File: src/hvp_pkg.sv
// Package: register layout, commands and timing constants for hv pin protect
package hvp_pkg;
  localparam int CLK_HZ = 50000000;
  // Wake pin monoflop timeout, in milliseconds
  localparam int WAKE_TIMEOUT_MS = 1300;
  localparam int WAKE_TIMEOUT_CYC = (CLK_HZ / 1000) * WAKE_TIMEOUT_MS;
  // Automatic status transfer busy time, in microseconds
  localparam int XFER_US = 10;
  localparam int XFER_CYC = (CLK_HZ / 1000000) * XFER_US;
  // Short-circuit qualify times, in microseconds
  localparam int BUS_SC_US = 20;
  localparam int BUS_SC_CYC = (CLK_HZ / 1000000) * BUS_SC_US;
  localparam int WAKE_SC_US = 400;
  localparam int WAKE_SC_CYC = (CLK_HZ / 1000000) * WAKE_SC_US;
  // Command codes carried in the command register
  localparam logic [3:0] CMD_NONE = 4'h0;
  localparam logic [3:0] CMD_RD_STATUS = 4'h1;
  localparam logic [3:0] CMD_WR_CFG_ONE = 4'h2;
  localparam logic [3:0] CMD_RD_CFG_ONE = 4'h3;
  localparam logic [3:0] CMD_WR_CFG_ZERO = 4'h4;
  localparam logic [3:0] CMD_RD_CFG_ZERO = 4'h5;
  // Config one bit positions
  localparam int C1_DIAG_PU = 0;
  localparam int C1_MONO_DIS = 1;
  localparam int C1_BUS_PASSIVE = 2;
  localparam int C1_REENABLE = 3;
  localparam int C1_WAKE_INPUT = 4;
  // Config zero bit positions
  localparam int C0_PSM_EN = 3;
  localparam int C0_WAKE_DRIVE = 4;
  // Status bit positions
  localparam int ST_WAKE_SC = 0;
  localparam int ST_BUS_SC = 2;
  localparam int ST_OVERTEMP = 3;
  localparam int ST_WAKE_EDGE = 4;
  localparam int ST_SUPPLY_LOW = 5;
  localparam logic [7:0] ST_USED_MASK = 8'h3D;
  localparam logic [7:0] STATUS_RESET = 8'h00;
  localparam logic [7:0] CFG_RESET = 8'h00;

  typedef struct packed {
    logic valid;
    logic [3:0] cmd;
    logic [7:0] wdata;
  } hvp_cmd_s;

  typedef struct packed {
    logic bus_short;
    logic wake_short;
    logic overtemp;
    logic supply_low;
    logic wake_level;
  } hvp_sense_s;
endpackage : hvp_pkg

File: src/hvp_sync.sv
// Three-stage synchroniser with second/third stage agreement
module hvp_sync (
  input wire logic mclk_in,
  input wire logic rstn_in,
  input wire logic d_in,
  output logic q_out
);
  typedef struct packed {
    logic s1;
    logic s2;
    logic s3;
    logic q;
  } hvp_sync_s;
  hvp_sync_s st;
  hvp_sync_s next_st;

  always_comb begin
    next_st = st;
    next_st.s1 = d_in;
    next_st.s2 = st.s1;
    next_st.s3 = st.s2;
    if (st.s2 == st.s3) begin
      next_st.q = st.s3;
    end
  end

  always_ff @(posedge mclk_in or negedge rstn_in) begin
    if (!rstn_in) begin
      st <= '0;
    end else begin
      st <= next_st;
    end
  end

  assign q_out = st.q;
endmodule : hvp_sync

File: src/hvp_top.sv
// High-voltage pin protection, wake pin control and interrupt status
module hvp_top (
  input wire logic mclk_in,
  input wire logic rstn_in,
  input wire hvp_pkg::hvp_cmd_s cmd_in,
  input wire hvp_pkg::hvp_sense_s sense_in,
  input wire logic irq_enable_in,
  output logic busy_out,
  output logic [7:0] data_out,
  output logic hv_irq_line_out,
  output logic bus_enable_out,
  output logic wake_enable_out,
  output logic wake_drive_out,
  output logic diag_pullup_out
);
  typedef enum {XF_IDLE, XF_BUSY} hvp_xfer_e;

  typedef struct packed {
    hvp_xfer_e xfer;
    logic busy;
    logic [15:0] xcnt;
    logic [26:0] mono;
    logic [15:0] bus_sc_cnt;
    logic [15:0] wake_sc_cnt;
    logic [7:0] status;
    logic [7:0] cfg1;
    logic [7:0] cfg0;
    logic [7:0] data;
    logic irq;
    logic bus_en;
    logic wake_en;
    logic wake_drv;
    logic wake_last;
  } hvp_state_s;

  hvp_state_s st;
  hvp_state_s next_st;
  hvp_pkg::hvp_sense_s syn;
  logic [4:0] raw;
  logic [4:0] syn_v;

  assign raw = sense_in;
  assign syn = syn_v;

  genvar gi;
  generate
    for (gi = 0; gi < 5; gi++) begin : g_sync
      hvp_sync u_sync (
        .mclk_in(mclk_in),
        .rstn_in(rstn_in),
        .d_in(raw[gi]),
        .q_out(syn_v[gi])
      );
    end
  endgenerate

  always_comb begin
    logic [7:0] set_bits;
    logic event_now;
    logic reen;
    set_bits = 8'h00;
    event_now = 1'b0;
    reen = 1'b0;
    next_st = st;
    next_st.irq = 1'b0;
    // Command decode
    if (cmd_in.valid && st.xfer == XF_IDLE) begin
      case (cmd_in.cmd)
        hvp_pkg::CMD_RD_STATUS: next_st.data = st.status;
        hvp_pkg::CMD_RD_CFG_ONE: next_st.data = st.cfg1;
        hvp_pkg::CMD_RD_CFG_ZERO: next_st.data = st.cfg0;
        hvp_pkg::CMD_WR_CFG_ONE: begin
          next_st.cfg1 = cmd_in.wdata;
          next_st.cfg1[hvp_pkg::C1_REENABLE] = 1'b0;
          reen = cmd_in.wdata[hvp_pkg::C1_REENABLE];
        end
        hvp_pkg::CMD_WR_CFG_ZERO: begin
          next_st.cfg0 = cmd_in.wdata;
          if (cmd_in.wdata[hvp_pkg::C0_WAKE_DRIVE] && !st.wake_drv) begin
            next_st.mono = '0;
          end
        end
        default: begin
        end
      endcase
    end
    // Bus short qualify
    if (syn.bus_short && st.bus_en) begin
      next_st.bus_sc_cnt = st.bus_sc_cnt + 16'h0001;
    end else begin
      next_st.bus_sc_cnt = '0;
    end
    if (st.bus_sc_cnt == 16'(hvp_pkg::BUS_SC_CYC - 1)) begin
      set_bits[hvp_pkg::ST_BUS_SC] = 1'b1;
      if (!st.cfg1[hvp_pkg::C1_BUS_PASSIVE]) begin
        next_st.bus_en = 1'b0;
      end
    end
    // Wake short qualify
    if (syn.wake_short && st.wake_en) begin
      next_st.wake_sc_cnt = st.wake_sc_cnt + 16'h0001;
    end else begin
      next_st.wake_sc_cnt = '0;
    end
    if (st.wake_sc_cnt == 16'(hvp_pkg::WAKE_SC_CYC - 1)) begin
      set_bits[hvp_pkg::ST_WAKE_SC] = 1'b1;
      next_st.wake_en = 1'b0;
    end
    // Thermal event, always enabled
    if (syn.overtemp && !st.status[hvp_pkg::ST_OVERTEMP]) begin
      set_bits[hvp_pkg::ST_OVERTEMP] = 1'b1;
      next_st.wake_en = 1'b0;
    end
    // Wake edge in input mode
    next_st.wake_last = syn.wake_level;
    if (st.cfg1[hvp_pkg::C1_WAKE_INPUT] && syn.wake_level != st.wake_last) begin
      set_bits[hvp_pkg::ST_WAKE_EDGE] = 1'b1;
    end
    // Supply low is live, not latched
    if (st.cfg0[hvp_pkg::C0_PSM_EN] && syn.supply_low
        && !st.status[hvp_pkg::ST_SUPPLY_LOW]) begin
      event_now = 1'b1;
    end
    event_now = event_now | (|(set_bits & ~st.status));
    // Re-enable clears short and overtemp flags; new sets win over the clear
    if (reen) begin
      next_st.status[hvp_pkg::ST_BUS_SC] = 1'b0;
      next_st.status[hvp_pkg::ST_WAKE_SC] = 1'b0;
      next_st.status[hvp_pkg::ST_OVERTEMP] = 1'b0;
      // A trip in the same cycle keeps its pin off
      next_st.bus_en = !(set_bits[hvp_pkg::ST_BUS_SC]
        && !st.cfg1[hvp_pkg::C1_BUS_PASSIVE]);
      next_st.wake_en = !(set_bits[hvp_pkg::ST_WAKE_SC]
        | set_bits[hvp_pkg::ST_OVERTEMP]);
    end
    next_st.status = next_st.status | set_bits;
    next_st.status[hvp_pkg::ST_SUPPLY_LOW] =
      st.cfg0[hvp_pkg::C0_PSM_EN] & syn.supply_low;
    next_st.status = next_st.status & hvp_pkg::ST_USED_MASK;
    // Interrupt and automatic transfer
    if (event_now) begin
      next_st.irq = irq_enable_in;
      next_st.data = next_st.status;
      next_st.xfer = XF_BUSY;
      next_st.xcnt = '0;
    end else if (st.xfer == XF_BUSY) begin
      if (st.xcnt == 16'(hvp_pkg::XFER_CYC - 1)) begin
        next_st.xfer = XF_IDLE;
      end else begin
        next_st.xcnt = st.xcnt + 16'h0001;
      end
    end
    next_st.busy = (next_st.xfer == XF_BUSY);
    // Wake drive with monoflop
    next_st.wake_drv = next_st.cfg0[hvp_pkg::C0_WAKE_DRIVE] & next_st.wake_en;
    if (st.wake_drv && !st.cfg1[hvp_pkg::C1_MONO_DIS]) begin
      if (st.mono == 27'(hvp_pkg::WAKE_TIMEOUT_CYC - 1)) begin
        next_st.cfg0[hvp_pkg::C0_WAKE_DRIVE] = 1'b0;
        next_st.wake_drv = 1'b0;
        next_st.mono = '0;
      end else begin
        next_st.mono = st.mono + 27'h0000001;
      end
    end else if (!st.wake_drv) begin
      next_st.mono = '0;
    end
  end

  always_ff @(posedge mclk_in or negedge rstn_in) begin
    if (!rstn_in) begin
      st <= '{xfer: XF_IDLE, busy: 1'b0, xcnt: '0, mono: '0,
              bus_sc_cnt: '0, wake_sc_cnt: '0,
              status: hvp_pkg::STATUS_RESET,
              cfg1: hvp_pkg::CFG_RESET, cfg0: hvp_pkg::CFG_RESET,
              data: 8'h00, irq: 1'b0, bus_en: 1'b1, wake_en: 1'b1,
              wake_drv: 1'b0, wake_last: 1'b0};
    end else begin
      st <= next_st;
    end
  end

  assign busy_out = st.busy;
  assign data_out = st.data;
  assign hv_irq_line_out = st.irq;
  assign bus_enable_out = st.bus_en;
  assign wake_enable_out = st.wake_en;
  assign wake_drive_out = st.wake_drv;
  assign diag_pullup_out = st.cfg1[hvp_pkg::C1_DIAG_PU];

  logic reen_w;
  assign reen_w = cmd_in.valid && st.xfer == XF_IDLE
    && cmd_in.cmd == hvp_pkg::CMD_WR_CFG_ONE
    && cmd_in.wdata[hvp_pkg::C1_REENABLE];

  AST_PASSIVE_KEEP: assert property (
    @(posedge mclk_in) disable iff (!rstn_in)
    st.cfg1[hvp_pkg::C1_BUS_PASSIVE] && st.bus_en && !reen_w
    |=> st.bus_en) else $error("bus pin dropped in passive mode");
  AST_ACTIVE_OFF: assert property (
    @(posedge mclk_in) disable iff (!rstn_in)
    $rose(st.status[hvp_pkg::ST_BUS_SC]) && !st.cfg1[hvp_pkg::C1_BUS_PASSIVE]
    |-> !st.bus_en) else $error("bus pin kept on in active mode");
  AST_PULLUP: assert property (
    @(posedge mclk_in) disable iff (!rstn_in)
    cmd_in.valid && !busy_out && cmd_in.cmd == hvp_pkg::CMD_WR_CFG_ONE
    |=> diag_pullup_out == $past(cmd_in.wdata[hvp_pkg::C1_DIAG_PU]))
    else $error("pull-up mismatch");
  AST_RSVD: assert property (
    @(posedge mclk_in) disable iff (!rstn_in)
    st.status[7:6] == 2'b00 && !st.status[1])
    else $error("reserved status bit set");
  AST_COPY: assert property (
    @(posedge mclk_in) disable iff (!rstn_in)
    $rose(busy_out) |-> data_out == st.status)
    else $error("status not copied");
  AST_BUSY_LEN: assert property (
    @(posedge mclk_in) disable iff (!rstn_in)
    $rose(busy_out) |-> busy_out [*8])
    else $error("busy too short");
  AST_BUSY_END: assert property (
    @(posedge mclk_in) disable iff (!rstn_in)
    $rose(busy_out) |-> ##[1:600] !busy_out)
    else $error("busy never clears");
  AST_REEN: assert property (
    @(posedge mclk_in) disable iff (!rstn_in)
    reen_w && !syn.bus_short |=> bus_enable_out && !st.status[2])
    else $error("re-enable failed");
  AST_SUPPLY: assert property (
    @(posedge mclk_in) disable iff (!rstn_in)
    !st.cfg0[hvp_pkg::C0_PSM_EN] |=> !st.status[5])
    else $error("supply bit without monitor");
  // An event during busy restarts the transfer, so busy need not rise
  AST_IRQ: assert property (
    @(posedge mclk_in) disable iff (!rstn_in)
    hv_irq_line_out |-> busy_out && data_out == st.status)
    else $error("irq without transfer");

  COV_BUS_SC: cover property (@(posedge mclk_in) $rose(st.status[2]));
  COV_WAKE_EDGE: cover property (@(posedge mclk_in) $rose(st.status[4]));
  COV_IRQ: cover property (@(posedge mclk_in) hv_irq_line_out);
  COV_REEN: cover property (@(posedge mclk_in) reen_w);
endmodule : hvp_top

File: config.mk
export PLATFORM = sky130hd
export DESIGN_NAME = hvp_top
export DESIGN_NICKNAME = d
export VERILOG_FILES = /design/src/hvp_pkg.sv /design/src/hvp_sync.sv /design/src/hvp_top.sv
export SDC_FILE = /design/constraint.sdc
export NUM_CORES = 1
export LEC_CHECK = 0
export BUFFER_PORTS_ARGS = -buffer_cell sky130_fd_sc_hd__buf_2
export CORE_UTILIZATION = 55
export CTS_CLUSTER_DIAMETER = 100
export DETAILED_ROUTE_END_ITERATION = 16
export PLACE_DENSITY = 0.82
export SETUP_SLACK_MARGIN = 0.02
export SLEW_MARGIN = 15
export SYNTH_ARGS = -nofsm -noshare
export SYNTH_HDL_FRONTEND = slang
export SYNTH_SLANG_ARGS = --single-unit
File: constraint.sdc
create_clock -name mclk_in -period 2.4 [get_ports mclk_in]
set_input_delay 0.12 -clock mclk_in [delete_from_list [all_inputs] [get_ports mclk_in]]
set_output_delay 0.12 -clock mclk_in [all_outputs]
set_load 0.02 [all_outputs]
# Word-level counts from Yosys, hierarchy flattened
# Index checks and enable logic that the tools add are counted.
# op_classes
n_mux	36
n_reduce_logical	29
eq_ne	22
n_addsub	4
bitwise_logic	7
# ops
operator	count
$mux W27	6
$mux W32	3
$mux W16	5
$eq A32 B2 Y1 const B	2
$add A16 B1 Y16 const B	3
$logic_not A32 Y1	1
$add A27 B1 Y27 const B	1
$eq A27 B26 Y1 const B	1
$pmux W8 S3	1
$eq A16 B10 Y1 const B	1
$eq A16 B15 Y1 const B	1
$eq A16 B9 Y1 const B	1
$mux W1	16
$mux W13	1
$logic_and A1 B1 Y1	10
$reduce_and A2 Y1	5
$mux W9	1
$ne A3 B1 Y1 const B	3
$and A5 B8 Y8	1
$eq A4 B2 Y1 const B	2
$eq A4 B3 Y1 const B	2
$not A6 Y8	1
$reduce_or A8 Y1	1
$logic_not A1 Y1	7
13 further kinds	22
# word_totals
inputBits	21
register_bits	161
out_inout_bits	14
word_cells	134

# Logic depth before layout (Yosys ltp)
# logic_depth
word_depth	9
depth_mapped	8
mapped_depth_nobuf	6

# Modules after synthesis
# Synthesis repeated with hierarchy kept, for this count alone.
# hier_totals
cells_unflattened	670
hier_area_um2	7206.9
# by_module_without_submodules
mod	cells_per_inst	n_inst	seq_area_each_um2	area_each_um2
hvp_top	645	1	3530.9	6650.1
hvp_sync	5	5	100.1	111.4

# Least setup slack after synthesis
# No wires, ideal clock.
# synth_timing
path_type	register to register
from	register st[117] (netlist name)
to	register st, in the netlist data_out[3]
setup_ps	125
required_time_ps	2275
arrival_ps	2163
n_path_buf	1
path_stages_with_launch	7
period_less_slack_ps	2288
setup_slack_ps	112
cell_sequence	dfrtp_1 > nor4_2 > nand4_2 > a2111oi_1 > buf_4 > mux2_2 > mux2_2
# synth_via
elab_chain_len	6
elab_cells_between_ends	8
cone_classes	mux (3); bitwise (1); reduce/logical (4)
# synth_rtl
item	line_no	rtl
from (decl)	hvp_top.sv:36	hvp_state_s st;
from (signal assigned)	hvp_top.sv:171	st <= '{xfer: XF_IDLE, busy: 1'b0, xcnt: '0, mono: '0,
from (signal assigned)	hvp_top.sv:178	st <= next_st;
$logic_not A32 Y1 (*)	n/a	
$logic_and A1 B1 Y1 (*)	n/a	
$mux W1	hvp_top.sv:67	if (cmd_in.valid && st.xfer == XF_IDLE) begin
$mux W2	hvp_top.sv:126	if (reen) begin
$or A5 B5 Y5	hvp_top.sv:136	next_st.status = next_st.status | set_bits;
$mux W9	hvp_top.sv:141	if (event_now) begin
# Every way passes the cells marked *; elsewhere a longest branch is shown, timed or not.
# A chain may end at the register's enable or synchronous reset.

# Worst setup path after layout
# layout_timing
from	register st[96] (netlist name)
to	register st[110] (netlist name)
# layout_via
elab_chain_len	4
elab_cells_between_ends	7
cone_classes	add/sub (1); eq/ne (2); mux (3); reduce/logical (1)
# layout_rtl
item	line_no	rtl
$add A16 B1 Y16	hvp_top.sv:150	next_st.xcnt = st.xcnt + 16'h0001;
$mux W16	hvp_top.sv:147	if (st.xcnt == 16'(hvp_pkg::XFER_CYC - 1)) begin
$mux W16	hvp_top.sv:146	end else if (st.xfer == XF_BUSY) begin
$mux W16	hvp_top.sv:141	
# Parallel ways exist; a longest one is shown, timed or not. The select of a mux whose other input is x is not followed.

==> results.txt <==
----------------------------------------------------
[Place]
  Post-detail-place hpwl ... roughly 10 mm
  RD Place Congestion ... between 0.8 and 0.9
  Quantity of I/O buffers inserted on ports ... 34
  Pre-CTS setup slack ... -0.0590 ns

[Floorplanning]
  Placement row count ... 41
  Boundary pin count ... 35
  Core ar. ... ~13000 um^2
  X dimension of the die ... 117 um
  Initial core utilization ... 56.7%
  Y dimension of the die ... roughly 120 um
  Die area ... 13600 um^2

[Detailed routing]
  Number of vias per cell after detailed routing ... approximately 6.0
  Detail-routed net length per standard cell ... 17.5 um
  Drt pass-1 iters ... 5
  Detailed Route Iter0 Violations ... 400
  Remaining routing DRC violations ... 0
  Final Routed Wirelength ... around 16 mm
  ANT nets after route ... 0
  Via total after detailed routing ... 5385

[Synthesis]
  Mapped Nets ... 688
  Count of distinct cell types in the synthesized netlist ... 60
  Post-Synthesis Cell Area ... a little over 7000 um^2
  Register bit total from synthesis ... 161
  Area leader, netlist ... dfrtp_1
  Gate count after technology mapping ... 663
  Primary FF master, synth ... dfrtp_1
  Async set or reset register ratio after synthesis ... between 90% and 100%
  Mean area per synthesized cell ... around 11 um^2
  Ranking of synthesized cells by area ... dfrtp_1, and3_1, mux2_2
  Share of the synthesized area in the top cell type ... 55.1%
  EDFF count, synth ... 0
  Register area share after synthesis ... 55.9%
  Yosys warns ... 0

[Timing]
  Worst slew margin ... 47.6%
  Slew at the pin with the worst max-slew slack ... 0.775 ns
  Final worst-path setup slack ... 0.113 ns
  Final hold vios ... 0
  Fmax achieved ... 437 MHz
  Slew Limit Fails ... 0
  Portion of the clock cycle consumed by the worst path in the final layout ... a little over nine tenths
  Worst-case clock skew ... 0.00874 ns
  Count of final setup violators ... 0
  Unrepaired setup endpoints after global routing ... no
  Min cycle time layout ... 2.29 ns

[Clocking]
  Clk_lat worst skew ... about 0.43 ns
  Clock edge transition at the registers on the reported setup and hold paths ... roughly 0.06 ns
  Number of buffers created by CTS ... 17
  CTS tree ... yes
  Num Clock Sinks ... 161
  Clk buf depth ... 2
  Depth of the CTS H-tree ... 4
  Root Driver ... clkbuf_16

[Power and ir drop]
  P_leak ... 3.88 nW
  PnR Total Power ... 0.00632 W
  Power density over the cells ... 750 nW/um^2
  Maximum VDD drop ... 0.420 mV

[Worst hold path]
  Min-Delay Path Class ... in2reg

[Final layout]
  Antenna diode instance count ... 0
  Fill cell count ... 975
  Final net count ... 744
  Area Growth Syn to Fin ... 16.8%
  Fraction of layout instances using a drive strength above 1 ... ~17%

[Critical path]
  Critical path data arrival time ... roughly 2.6 ns
  Top fanout value on the critical path ... 29
  Endpoint class of the critical path ... flip-flop
  Crit path launch type ... flip-flop
  Setup CP Type ... reg2reg
  Required time reported for the critical path endpoint ... 2.75 ns

[Flow run]
  Number of max-capacitance violations reported ... 0

[GRT]
  First-pass GRT wire length ... 25.6 mm
  Total GRT Usage ... 24.8%
  Aggregate global routing overflow ... 0
  Initial antenna violation count ... 0
  Pin count of the biggest net entering global routing ... 61
  Vias in the first global route ... 5349

[Outcome]
  Run status ... completed

----------------------------------------------------
[cell type report]
cell class / instances / area [um^2] / area share (%)
inverters: 16 / 60.1 / 0.713
well taps: 172 / 215 / 2.55
clock buffers: 23 / 468 / 5.55
flip-flops and latches: 161 / 4030 / 47.8
clock inverters: 9 / 131 / 1.56
multi-input cells: 449 / 2960 / 35.1
repair buffers: 74 / 562 / 6.67
[path summary, 6_finish.rpt]
path / start / slack (ns) / cells after the start / endpoint
hold / removal: cmd_in[3] / 0.02 / 2 / st[16]
setup / recovery: st[96] / 0.11 / 8 / st[110]
setup reg to reg: st[96] / 0.11 / 8 / st[110]
min in group asynchronous: rstn_in / 0.25 / 2 / st[55]
hold reg to reg: g_sync[3].u_sync.next_st[2] / 0.35 / 0 / g_sync[3].u_sync.next_st[1]
max in group asynchronous: rstn_in / 1.39 / 3 / wake_enable_out
[cells by family after synthesis]
logic type / count (synthesis) / share of synthesized area [%]
fa+ha+maj: 9 / 1.39
mux: 25 / 3.80
xor+xnor: 28 / 3.40
simple gates: 269 / 21.3
flops: 161 / 55.9
buf+inv: 53 / 3.36
compound gates: 118 / 10.9
[worst max-delay path, cell delays in order, from the launching register on]
cell and delay (ns):
dfrtp_1 0.42, ha_1 0.23, inv_1 0.08, nor4_1 0.06, buf_4 0.14, a2111o_1 0.44
buf_12 0.18, or4_1 0.50, a21oi_1 0.16
[per-layer routing]
metal	global-route usage (%)	wire length [um]	up-vias
li1	-	-	2540
met5	0	0	-
met1	30.5	6770	2706
met3	5.71	601	22
met4	9.96	256	0
met2	42.2	8160	117
[registers in the layout, indices dropped and copies added, names as in the netlist]
| signal | cells |
|---|---|
| g_sync.u_sync.next_st | 10 |
| wake_enable_out | 1 |
| hv_irq_line_out | 1 |
| g_sync.u_sync.st | 5 |
| wake_drive_out | 1 |
| busy_out | 1 |
| st | 127 |
| data_out | 8 |
| bus_enable_out | 1 |
| g_sync.u_sync.q_out | 5 |
| diag_pullup_out | 1 |
[timing repair]
item | in CTS | in global routing
endpoints found under the hold margin | 75 | 0
gates resized for setup | 0 | 1
pin swaps | 1 | 1
cloned | 0 | 0
buffers inserted | 1 | 4
hold buffers | 14 | 0
endpoints found under the setup margin | 3 | 4
[report_power, final]
part | switching [W] | total (W) | leakage (nW) | internal, W
Combinational | 0.000352 | 0.000599 | 1.44 | 0.000247
Sequential | 0.000125 | 0.00298 | 2.15 | 0.00286
Clock | 0.00104 | 0.00273 | 0.295 | 0.00169
[synthesized netlist by cell type (all sizes together) (11+ instances only)]
| cell | count |
|---|---|
| nor4 | 15 |
| xnor2 | 11 |
| buf | 15 |
| mux2 | 19 |
| clkbuf | 22 |
| nand2 | 41 |
| and3 | 41 |
| xor2 | 17 |
| nor3 | 16 |
| nand4 | 17 |
| dfrtp | 159 |
| or4 | 16 |
| nor2 | 47 |
| a31oi | 18 |
| a21o | 17 |
| inv | 16 |
| nand3 | 30 |
| a21oi | 32 |
| o21ai | 13 |
[cells in the final DEF (no fill, tap or decap), drive strengths merged, types with 17 or more instances in the layout]
master | Yosys | layout
nand2 | 41 | 41
clkbuf | 22 | 23
and3 | 41 | 41
a21o | 17 | 17
nand3 | 30 | 30
nor2 | 47 | 47
a21oi | 32 | 32
xor2 | 17 | 17
mux2 | 19 | 19
dfrtp | 159 | 159
nand4 | 17 | 17
buf | 15 | 60
a31oi | 18 | 18
[per-stage QoR]
step	std cells	util, %	instance area [um^2]	setup TNS, ns	hold WS (ns)
2_1_floorplan	663	-	7220	0	-0.176
3_5_place_dp	853	60.1	7640	-0.0590	0.125
4_1_cts	900	66.0	8390	0	0.00539
5_1_grt	904	66.2	8430	0	0.00467
3_3_place_gp	853	60.1	7640	0	0.117
6_report	904	66.2	8430	0	0.0198
Power figures use the tool's default switching activity.
